## src/epvs_params.svh

```systemverilog
// Constants for the memory programmer controller
`ifndef EPVS_PARAMS_SVH
`define EPVS_PARAMS_SVH
`define EPVS_CLK_HZ 10000000
`define EPVS_PULSE_US 100
`define EPVS_MAX_PULSES 10
`define EPVS_SETTLE_CYC 2
`define EPVS_READ_CYC 3
`define EPVS_ADDR_W 17
`define EPVS_DATA_W 8
`define EPVS_ERASED 8'hFF
`endif

```

## src/epvs_pkg.sv

```systemverilog
// Types for the memory programmer controller
`default_nettype none
`include "epvs_params.svh"
package epvs_pkg;
  typedef enum logic [2:0]
  {
    EPVS_IDLE = 3'b000,
    EPVS_SETUP = 3'b001,
    EPVS_PULSE = 3'b011,
    EPVS_VERIFY = 3'b010,
    EPVS_CHECK = 3'b110,
    EPVS_DONE = 3'b111,
    EPVS_READ = 3'b101
  } epvs_state_t;
  typedef enum logic [1:0]
  {
    EPVS_OP_PROG = 2'h0,
    EPVS_OP_READ = 2'h1,
    EPVS_OP_SIG = 2'h2,
    EPVS_OP_FINAL = 2'h3
  } epvs_op_t;
endpackage
`default_nettype wire

```

## src/epvs_tmr_if.sv

```systemverilog
// Interface between controller and pulse timer
`timescale 1ns/100ps
`default_nettype none
interface epvs_tmr_if;
  logic start;
  logic [15:0] count;
  logic done;
  modport ctl (output start, output count, input done);
  modport tmr (input start, input count, output done);
endinterface
`default_nettype wire

```

## src/epvs_timer.sv

```systemverilog
// Cycle counter used for pulse widths and settle times
`timescale 1ns/100ps
`default_nettype none
module epvs_timer
(
  input wire logic clk_sys,
  input wire logic reset_n,
  epvs_tmr_if.tmr tif
);
  logic [15:0] left;
  logic busy;
  // Count down from the loaded value; done pulses when the count reaches one
  always_ff @(posedge clk_sys)
  begin
    if (!reset_n)
    begin
      left <= 16'h0000;
      busy <= 1'b0;
      tif.done <= 1'b0;
    end
    else
    begin
      tif.done <= 1'b0;
      if (tif.start)
      begin
        left <= tif.count;
        busy <= 1'b1;
      end
      else if (busy)
      begin
        if (left <= 16'h0001)
        begin
          busy <= 1'b0;
          tif.done <= 1'b1;
        end
        else
          left <= left - 16'h0001;
      end
    end
  end
endmodule // epvs_timer
`default_nettype wire

```

## src/epvs_sync.sv

```systemverilog
// Two-flop synchroniser for the data pins
`timescale 1ns/100ps
`default_nettype none
module epvs_sync
#(
  parameter int W = 8
)
(
  input wire logic clk_sys,
  input wire logic reset_n,
  input wire logic [W-1:0] din,
  output logic [W-1:0] dout
);
  if (W < 1)
  begin : g_bad_width
    $error("epvs_sync: width must be positive");
  end
  logic [W-1:0] meta;
  // First stage is read only by the second
  always_ff @(posedge clk_sys)
  begin
    if (!reset_n)
    begin
      meta <= '1;
      dout <= '1;
    end
    else
    begin
      meta <= din;
      dout <= meta;
    end
  end
endmodule // epvs_sync
`default_nettype wire

```

## src/epvs_ctrl.sv

```systemverilog
// Programmer controller: pulse-verify loop, reads, signature and final check
`timescale 1ns/100ps
`default_nettype none
`include "epvs_params.svh"
module epvs_ctrl
#(
  parameter int ADDR_W = `EPVS_ADDR_W,
  parameter int PULSE_CYC = (`EPVS_PULSE_US * (`EPVS_CLK_HZ / 1000000))
)
(
  input wire logic clk_sys,
  input wire logic reset_n,
  input wire logic cmd_valid,
  input wire epvs_pkg::epvs_op_t cmd_op,
  input wire logic [ADDR_W-1:0] cmd_addr,
  input wire logic [7:0] cmd_data,
  output logic cmd_ready,
  output logic rsp_valid,
  output logic [7:0] rsp_data,
  output logic rsp_fail,
  output logic [ADDR_W-1:0] fail_addr,
  output logic [3:0] rsp_pulses,
  output logic [ADDR_W-1:0] addr_pins,
  output logic addr_bit_nine_high_v,
  output logic [7:0] data_pins_o,
  output logic data_pins_oe,
  input wire logic [7:0] data_pins_i,
  output logic chip_on_n,
  output logic out_drv_n,
  output logic burn_strobe_n,
  output logic prog_supply_on
);
  import epvs_pkg::*;
  // Pulse timer is loaded one short, so two cycles is the shortest strobe
  if (ADDR_W < 10 || PULSE_CYC < 2 || PULSE_CYC > 65535)
  begin : g_bad_params
    $error("epvs_ctrl: unsupported parameters");
  end
  localparam logic [15:0] PULSE_CNT = 16'(PULSE_CYC);
  localparam logic [3:0] MAX_PULSES = 4'(`EPVS_MAX_PULSES);
  epvs_state_t state;
  epvs_op_t op;
  logic [7:0] want;
  logic [7:0] rd_data;
  logic [3:0] pulses;
  logic started;
  epvs_tmr_if tif ();
  epvs_timer u_timer
  (
    .clk_sys(clk_sys),
    .reset_n(reset_n),
    .tif(tif)
  );
  epvs_sync #(.W(8)) u_sync
  (
    .clk_sys(clk_sys),
    .reset_n(reset_n),
    .din(data_pins_i),
    .dout(rd_data)
  );
  // Compare helper; also used in the final pass
  function automatic logic epvs_match(input logic [7:0] a, input logic [7:0] b);
    return a == b;
  endfunction
  // Start the timer on state entry only
  always_comb
  begin
    tif.start = 1'b0;
    tif.count = 16'(`EPVS_SETTLE_CYC);
    if (!started)
    begin
      tif.start = (state == EPVS_SETUP) || (state == EPVS_PULSE) ||
        (state == EPVS_VERIFY) || (state == EPVS_READ);
      // Done lands a cycle after the count runs out, hence one short
      if (state == EPVS_PULSE)
        tif.count = PULSE_CNT - 16'h0001;
      else if (state == EPVS_VERIFY || state == EPVS_READ)
        tif.count = 16'(`EPVS_READ_CYC);
    end
  end
  // Sequencer
  always_ff @(posedge clk_sys)
  begin
    if (!reset_n)
    begin
      state <= EPVS_IDLE;
      op <= EPVS_OP_PROG;
      want <= `EPVS_ERASED;
      pulses <= 4'h0;
      started <= 1'b0;
    end
    else
    begin
      started <= 1'b1;
      unique case (state)
        EPVS_IDLE:
        begin
          if (cmd_valid)
          begin
            op <= cmd_op;
            want <= cmd_data;
            pulses <= 4'h0;
            started <= 1'b0;
            // Any address order is accepted from the host
            state <= (cmd_op == EPVS_OP_PROG) ? EPVS_SETUP : EPVS_READ;
          end
        end
        EPVS_SETUP:
        begin
          if (started && tif.done)
          begin
            started <= 1'b0;
            state <= EPVS_PULSE;
          end
        end
        EPVS_PULSE:
        begin
          if (started && tif.done)
          begin
            pulses <= pulses + 4'h1;
            started <= 1'b0;
            state <= EPVS_VERIFY;
          end
        end
        EPVS_VERIFY:
        begin
          if (started && tif.done)
            state <= EPVS_CHECK;
        end
        EPVS_CHECK:
        begin
          started <= 1'b0;
          if (epvs_match(rd_data, want) || pulses >= MAX_PULSES)
            state <= EPVS_DONE;
          else
            state <= EPVS_SETUP;
        end
        EPVS_READ:
        begin
          if (started && tif.done)
            state <= EPVS_DONE;
        end
        EPVS_DONE:
          state <= EPVS_IDLE;
        default:
          state <= EPVS_IDLE;
      endcase
    end
  end
  // Pin drive; every pin registered, identical for parallel devices
  always_ff @(posedge clk_sys)
  begin
    if (!reset_n)
    begin
      addr_pins <= '0;
      addr_bit_nine_high_v <= 1'b0;
      data_pins_o <= 8'h00;
      data_pins_oe <= 1'b0;
      chip_on_n <= 1'b1;
      out_drv_n <= 1'b1;
      burn_strobe_n <= 1'b1;
      prog_supply_on <= 1'b0;
    end
    else
    begin
      burn_strobe_n <= 1'b1;
      if (state == EPVS_IDLE)
      begin
        chip_on_n <= 1'b1; // Standby between commands
        out_drv_n <= 1'b1;
        data_pins_oe <= 1'b0;
        addr_bit_nine_high_v <= 1'b0;
        prog_supply_on <= 1'b0;
        if (cmd_valid)
        begin
          addr_pins <= cmd_addr;
          data_pins_o <= cmd_data;
          if (cmd_op == EPVS_OP_SIG)
          begin
            addr_pins <= '0;
            addr_pins[0] <= cmd_addr[0];
            addr_bit_nine_high_v <= 1'b1;
          end
        end
      end
      else if (op == EPVS_OP_PROG)
      begin
        prog_supply_on <= 1'b1;
        chip_on_n <= 1'b0;
        if (state == EPVS_SETUP || state == EPVS_PULSE)
        begin
          out_drv_n <= 1'b1;
          data_pins_oe <= 1'b1;
          // Strobe only after settle time has elapsed
          burn_strobe_n <= !(state == EPVS_PULSE && !(started && tif.done));
        end
        else
        begin
          data_pins_oe <= 1'b0;
          out_drv_n <= 1'b0;
        end
      end
      else
      begin
        // Reads, signature and final pass all at read supply
        prog_supply_on <= 1'b0;
        chip_on_n <= 1'b0;
        out_drv_n <= 1'b0;
        data_pins_oe <= 1'b0;
      end
    end
  end
  // Answer to host
  always_ff @(posedge clk_sys)
  begin
    if (!reset_n)
    begin
      cmd_ready <= 1'b0;
      rsp_valid <= 1'b0;
      rsp_data <= 8'h00;
      rsp_fail <= 1'b0;
      fail_addr <= '0;
      rsp_pulses <= 4'h0;
    end
    else
    begin
      cmd_ready <= (state == EPVS_IDLE) && !cmd_valid;
      rsp_valid <= 1'b0;
      if (state == EPVS_CHECK && (epvs_match(rd_data, want) || pulses >= MAX_PULSES))
      begin
        rsp_valid <= 1'b1;
        rsp_data <= rd_data;
        rsp_pulses <= pulses;
        rsp_fail <= !epvs_match(rd_data, want);
        if (!epvs_match(rd_data, want))
          fail_addr <= addr_pins;
      end
      else if (state == EPVS_READ && started && tif.done)
      begin
        rsp_valid <= 1'b1;
        rsp_data <= rd_data;
        rsp_pulses <= 4'h0;
        rsp_fail <= (op == EPVS_OP_FINAL) && !epvs_match(rd_data, want);
        if ((op == EPVS_OP_FINAL) && !epvs_match(rd_data, want))
          fail_addr <= addr_pins;
      end
    end
  end
  // Strobe width counter for checking
  logic [15:0] low_cnt;
  always_ff @(posedge clk_sys)
  begin
    if (!reset_n)
      low_cnt <= 16'h0000;
    else if (!burn_strobe_n)
      low_cnt <= low_cnt + 16'h0001;
    else
      low_cnt <= 16'h0000;
  end
  strobe_width_a: assert property (@(posedge clk_sys) disable iff (!reset_n)
    !burn_strobe_n |-> (low_cnt < PULSE_CNT))
    else $error("strobe low too long");
  strobe_end_a: assert property (@(posedge clk_sys) disable iff (!reset_n)
    ($rose(burn_strobe_n) && state != EPVS_IDLE) |-> ($past(low_cnt) == PULSE_CNT - 16'h0001))
    else $error("strobe width wrong");
  pulse_limit_a: assert property (@(posedge clk_sys) disable iff (!reset_n)
    pulses <= MAX_PULSES)
    else $error("too many pulses");
  strobe_mode_a: assert property (@(posedge clk_sys) disable iff (!reset_n)
    !burn_strobe_n |-> (!chip_on_n && out_drv_n && prog_supply_on && data_pins_oe))
    else $error("strobe outside program mode");
  data_stable_a: assert property (@(posedge clk_sys) disable iff (!reset_n)
    $fell(burn_strobe_n) |-> ($stable(addr_pins) && $stable(data_pins_o) && $past(data_pins_oe)))
    else $error("strobe before settle");
  verify_mode_a: assert property (@(posedge clk_sys) disable iff (!reset_n)
    $rose(burn_strobe_n) |=> (!out_drv_n && !data_pins_oe && prog_supply_on))
    else $error("verify setup wrong");
  sig_lines_a: assert property (@(posedge clk_sys) disable iff (!reset_n)
    addr_bit_nine_high_v |-> (addr_pins[ADDR_W-1:1] == '0 && !prog_supply_on))
    else $error("signature address wrong");
  fail_report_a: assert property (@(posedge clk_sys) disable iff (!reset_n)
    (rsp_valid && rsp_fail && op == EPVS_OP_PROG) |-> (rsp_pulses == MAX_PULSES))
    else $error("early failure");
  no_contend_a: assert property (@(posedge clk_sys) disable iff (!reset_n)
    data_pins_oe |-> out_drv_n)
    else $error("bus contention");
  prog_cover_c: cover property (@(posedge clk_sys) rsp_valid && !rsp_fail && rsp_pulses == 4'h1);
  fail_cover_c: cover property (@(posedge clk_sys) rsp_valid && rsp_fail);
  sig_cover_c: cover property (@(posedge clk_sys) addr_bit_nine_high_v && rsp_valid);
endmodule // epvs_ctrl
`default_nettype wire

```

## config.mk

```make
export PLATFORM = sky130hd
export DESIGN_NAME = epvs_ctrl
export DESIGN_NICKNAME = d
export VERILOG_FILES = /design/src/epvs_pkg.sv /design/src/epvs_tmr_if.sv /design/src/epvs_timer.sv /design/src/epvs_sync.sv /design/src/epvs_ctrl.sv
export VERILOG_INCLUDE_DIRS = /design/src
export SDC_FILE = /design/constraint.sdc
export NUM_CORES = 1
export LEC_CHECK = 0
export BUFFER_PORTS_ARGS = -buffer_cell sky130_fd_sc_hd__buf_2
export CORE_AREA = 2 2 98 100
export CTS_CLUSTER_SIZE = 10
export DETAILED_ROUTE_END_ITERATION = 7
export DIE_AREA = 0 0 100 102
export GPL_TIMING_DRIVEN = 1
export PLACE_DENSITY = 0.74
export SYNTH_ARGS = -nofsm -noshare
export SYNTH_HDL_FRONTEND = slang
export SYNTH_SLANG_ARGS = --single-unit
```

## constraint.sdc

```tcl
create_clock -name clk_sys -period 4.7 [get_ports clk_sys]
set_input_delay 0.94 -clock clk_sys [delete_from_list [all_inputs] [get_ports clk_sys]]
set_output_delay 0.94 -clock clk_sys [all_outputs]
set_load 0.01 [all_outputs]
```

==> parameters.txt <==
Parameter                              Value

Clock tree
  Clock transition at the registers of the reported paths ... 0.06 ns
  Clock tree buffer depth ... 2
  Setup repair bufs after CTS ... 0
  H-tree Lvls ... 4
  Sinks on Clock Net ... 115
  Cell at the root of the clock tree ... sky130_fd_sc_hd__clkbuf_8
  CTS buffer count ... 17
  Clock tree from TritonCTS ... done
  Number of resized instances in the post-cts repair step ... 0
  Cts hold-fix bufs ... 0
  Later-pin clock latency in the skew report ... 0.52 ns

Global routing
  Largest net degree at the start of global routing ... 48
  First-pass GRT wire length ... 17450 um
  Global-route total usage across every layer ... 0.2154
  Vias in the first global route ... 3762
  Met3 capacity usage during global routing ... 0.05472
  Overflow left after global routing ... 0
  Peak-usage layer in the global routing report ... met2
  Met1 track demand over resource in global routing ... 0.2638
  GR Util met2 ... 0.3571
  Antenna violations before repair ... 1

STA
  Hold Vio Cnt, Final ... 0
  Minimum setup slack in the final design ... 2.116 ns
  Fmax ... 387.0 MHz
  Clock skew after layout ... 0.01007 ns
  Final Max Tran Viols ... 0
  Total negative slack for setup checks ... 0 ns
  Unrepaired setup endpoints after global routing ... false
  Min Tclk post-route ... 2.584 ns
  Slew headroom ... 0.2390
  Final setup violating endpoints ... 0
  Actual transition at the worst max-transition pin ... 1.139 ns
  WHS ... 0.4034 ns
  Final cycle utilization of the critical path ... 0.5499

Final layout
  Footprint of the multi-input gates ... 2038 um^2
  Fraction of layout instances using a drive strength above 1 ... 0.2675
  Area overhead of the layout relative to synthesis ... 25.84%
  Final-stage net count ... 616
  FF/Latch Area ... 2302 um^2
  # fillers ... 781
  Diode count ... 0

Logic synthesis
  Sequential fraction of the synthesis area ... 0.5124
  Net count after synthesis ... 519
  Number of flops mapped to enable cells by yosys ... 0
  Synthesized area divided by synthesized cell count ... 9.419 um^2
  Post-synth cell types ... 59
  Proportion of synthesized flip-flops having asynchronous set or reset ... 0
  Synthesized netlist cell count ... 477
  Total of warnings raised by yosys ... 0
  Primary FF master, synth ... sky130_fd_sc_hd__dfxtp_1
  Count of state elements after synthesis ... 115
  Post-synthesis instance area ... 4493 um^2

Setup path
  Category of the most critical setup path ... reg2reg
  Data required time of the worst path ... 5.16 ns
  Critical Path Sink Type ... flop
  Critical-path cell with the highest stage delay ... sky130_fd_sc_hd__nor3_2
  Biggest cell delay along the critical path ... 0.90 ns
  Startpoint kind of the worst setup timing path ... flop
  Cell-by-cell trace of the critical path ... nand2b_1, or3_1, nor3_2, a22o_1
  Worst-path maximum fanout ... 22
  Data arrival time of the critical path ... 3.04 ns

Routing
  Initial drt markers ... 196
  Wire per inst ... 15.40 um
  Via count of the routed design ... 3760
  ANT nets after route ... 0
  DRC violation count after routing ... 0
  Number of optimization iterations in the first detailed-route pass ... 5
  Routed wire length ... 10750 um
  Via-to-Cell Ratio ... 5.387

Pwr
  Peak supply drop ... 0.3380 mV
  P_leak ... 2.640 nW
  Total design power ... 3.281 mW
  Power Dens Cells ... 580.3 nW/um^2

Placed design
  Number of buffers added on ports ... 100
  DPL Wire Length ... 7291 um
  Placement Setup Slack ... 1.631 ns
  Global placement routability congestion ... 0.8549

Floorplanning
  X dimension of the die ... 100 um
  Num ports ... 101
  Initial core utilization ... 0.4933
  Std-Cell Core Area ... 9109 um^2
  Floorplan row count ... 35
  Chip height ... 102 um
  Area enclosed by the die boundary ... 10200 um^2

Job
  Maximum Capacitance Violations ... 0

Min path
  Min-Delay Path Class ... reg2reg

Status
  Run status ... completed
==> worst paths after layout <==
kind / start / to / slack (ns) / depth (start not counted)
max reg2reg: state[2] / addr_pins[8] / 2.12 / 4
min reg2reg: u_sync.meta[0] / u_sync.dout[0] / 0.40 / 1
max: state[2] / addr_pins[8] / 2.12 / 4
min: u_sync.meta[0] / u_sync.dout[0] / 0.40 / 1
==> final cells by class <==
cell class,instances,share of cell area
Clock inverter,14,0.03164
Multi-Input combinational cell,326,0.3605
Sequential cell,115,0.4072
Inverter,10,0.006639
Clock buffer,18,0.07568
Timing Repair Buffer,104,0.09383
Tap cell,111,0.02456
==> registers in the layout, summed over array words and instances, names as in the netlist, 2 cells and up <==
signal and cells:
state 3, u_sync.dout 8, u_sync.meta 8, u_timer.left 16, pulses 4, data_pins_o 8
op 2, rsp_data 8, fail_addr 17, rsp_pulses 4, want 8, addr_pins 17
==> metrics by stage <==
step	utilization	instance area (um^2)	std cells
after CTS	0.6207	5654	698
after global placement	0.5541	5047	666
after floorplan	-	4493	477
final	0.6207	5654	698
after global routing	0.6207	5654	698
after detailed placement	0.5541	5047	666
==> cells in the mapped netlist (5+ instances only) <==
| cell | n | area share |
|---|---|---|
| sky130_fd_sc_hd__a21oi_1 | 32 | 0.036 |
| sky130_fd_sc_hd__a22o_1 | 16 | 0.031 |
| sky130_fd_sc_hd__a311oi_1 | 5 | 0.0097 |
| sky130_fd_sc_hd__clkbuf_1 | 17 | 0.014 |
| sky130_fd_sc_hd__dfxtp_1 | 115 | 0.51 |
| sky130_fd_sc_hd__inv_1 | 9 | 0.0075 |
| sky130_fd_sc_hd__mux2i_1 | 30 | 0.067 |
| sky130_fd_sc_hd__nand2_1 | 65 | 0.054 |
| sky130_fd_sc_hd__nand2b_1 | 19 | 0.026 |
| sky130_fd_sc_hd__nand3_1 | 8 | 0.0089 |
| sky130_fd_sc_hd__nand4_1 | 8 | 0.011 |
| sky130_fd_sc_hd__nor2_1 | 49 | 0.041 |
| sky130_fd_sc_hd__nor3_1 | 13 | 0.014 |
| sky130_fd_sc_hd__o21ai_0 | 8 | 0.0089 |
| sky130_fd_sc_hd__xnor2_1 | 10 | 0.019 |
==> critical path: cells and delay by family, from the launching register on <==
kind	cells	cell delay, ns
AOI/OAI and AO/OA	1	0.26
DFF	1	0.43
and+or+nand+nor	3	1.82
==> kinds of logic (layout without fill, tap and decap cells) <==
family                   count (synthesis)  count (layout)  share of synthesized area
flip-flops                             115             115                     0.5124
AO/OA/AOI/OAI                           90              90                     0.1406
buffers and inverters                   36             146                    0.03592
XOR/XNOR                                12              12                    0.02339
adder cells (fa/ha/maj)                  4               4                    0.01114
multiplexers                            32              32                    0.07185
AND/OR/NAND/NOR                        188             188                     0.2047
==> placed cells by master (no fill, tap or decap), types with 5 or more instances in the layout <==
cell type                   Yosys  layout
sky130_fd_sc_hd__a21oi_1       32      32
sky130_fd_sc_hd__a22o_1        16      16
sky130_fd_sc_hd__a311oi_1       5       5
sky130_fd_sc_hd__buf_2          3     100
sky130_fd_sc_hd__clkbuf_16      0      16
sky130_fd_sc_hd__dfxtp_1      115     115
sky130_fd_sc_hd__inv_1          9       9
sky130_fd_sc_hd__mux2i_1       30      30
sky130_fd_sc_hd__nand2_1       65      65
sky130_fd_sc_hd__nand2b_1      19      19
sky130_fd_sc_hd__nand3_1        8       8
sky130_fd_sc_hd__nand4_1        8       8
sky130_fd_sc_hd__nor2_1        49      49
sky130_fd_sc_hd__nor3_1        13      12
sky130_fd_sc_hd__o21ai_0        8       7
sky130_fd_sc_hd__xnor2_1       10      10
==> where the power goes <==
group          internal [mW]  total (mW)  switching (mW)  leakage, nW
combinational          0.317       0.797           0.481         1.41
clock                  0.828        1.30           0.477        0.288
sequential              1.07        1.18           0.107        0.939
total                   2.22        3.28            1.06         2.64
==> routing by layer <==
layer	up-vias	wire, um
li1	1867	-
met1	1735	4732
met2	133	5172
met3	23	613
met4	2	217
met5	-	13
(Power assumes the default switching activity.)
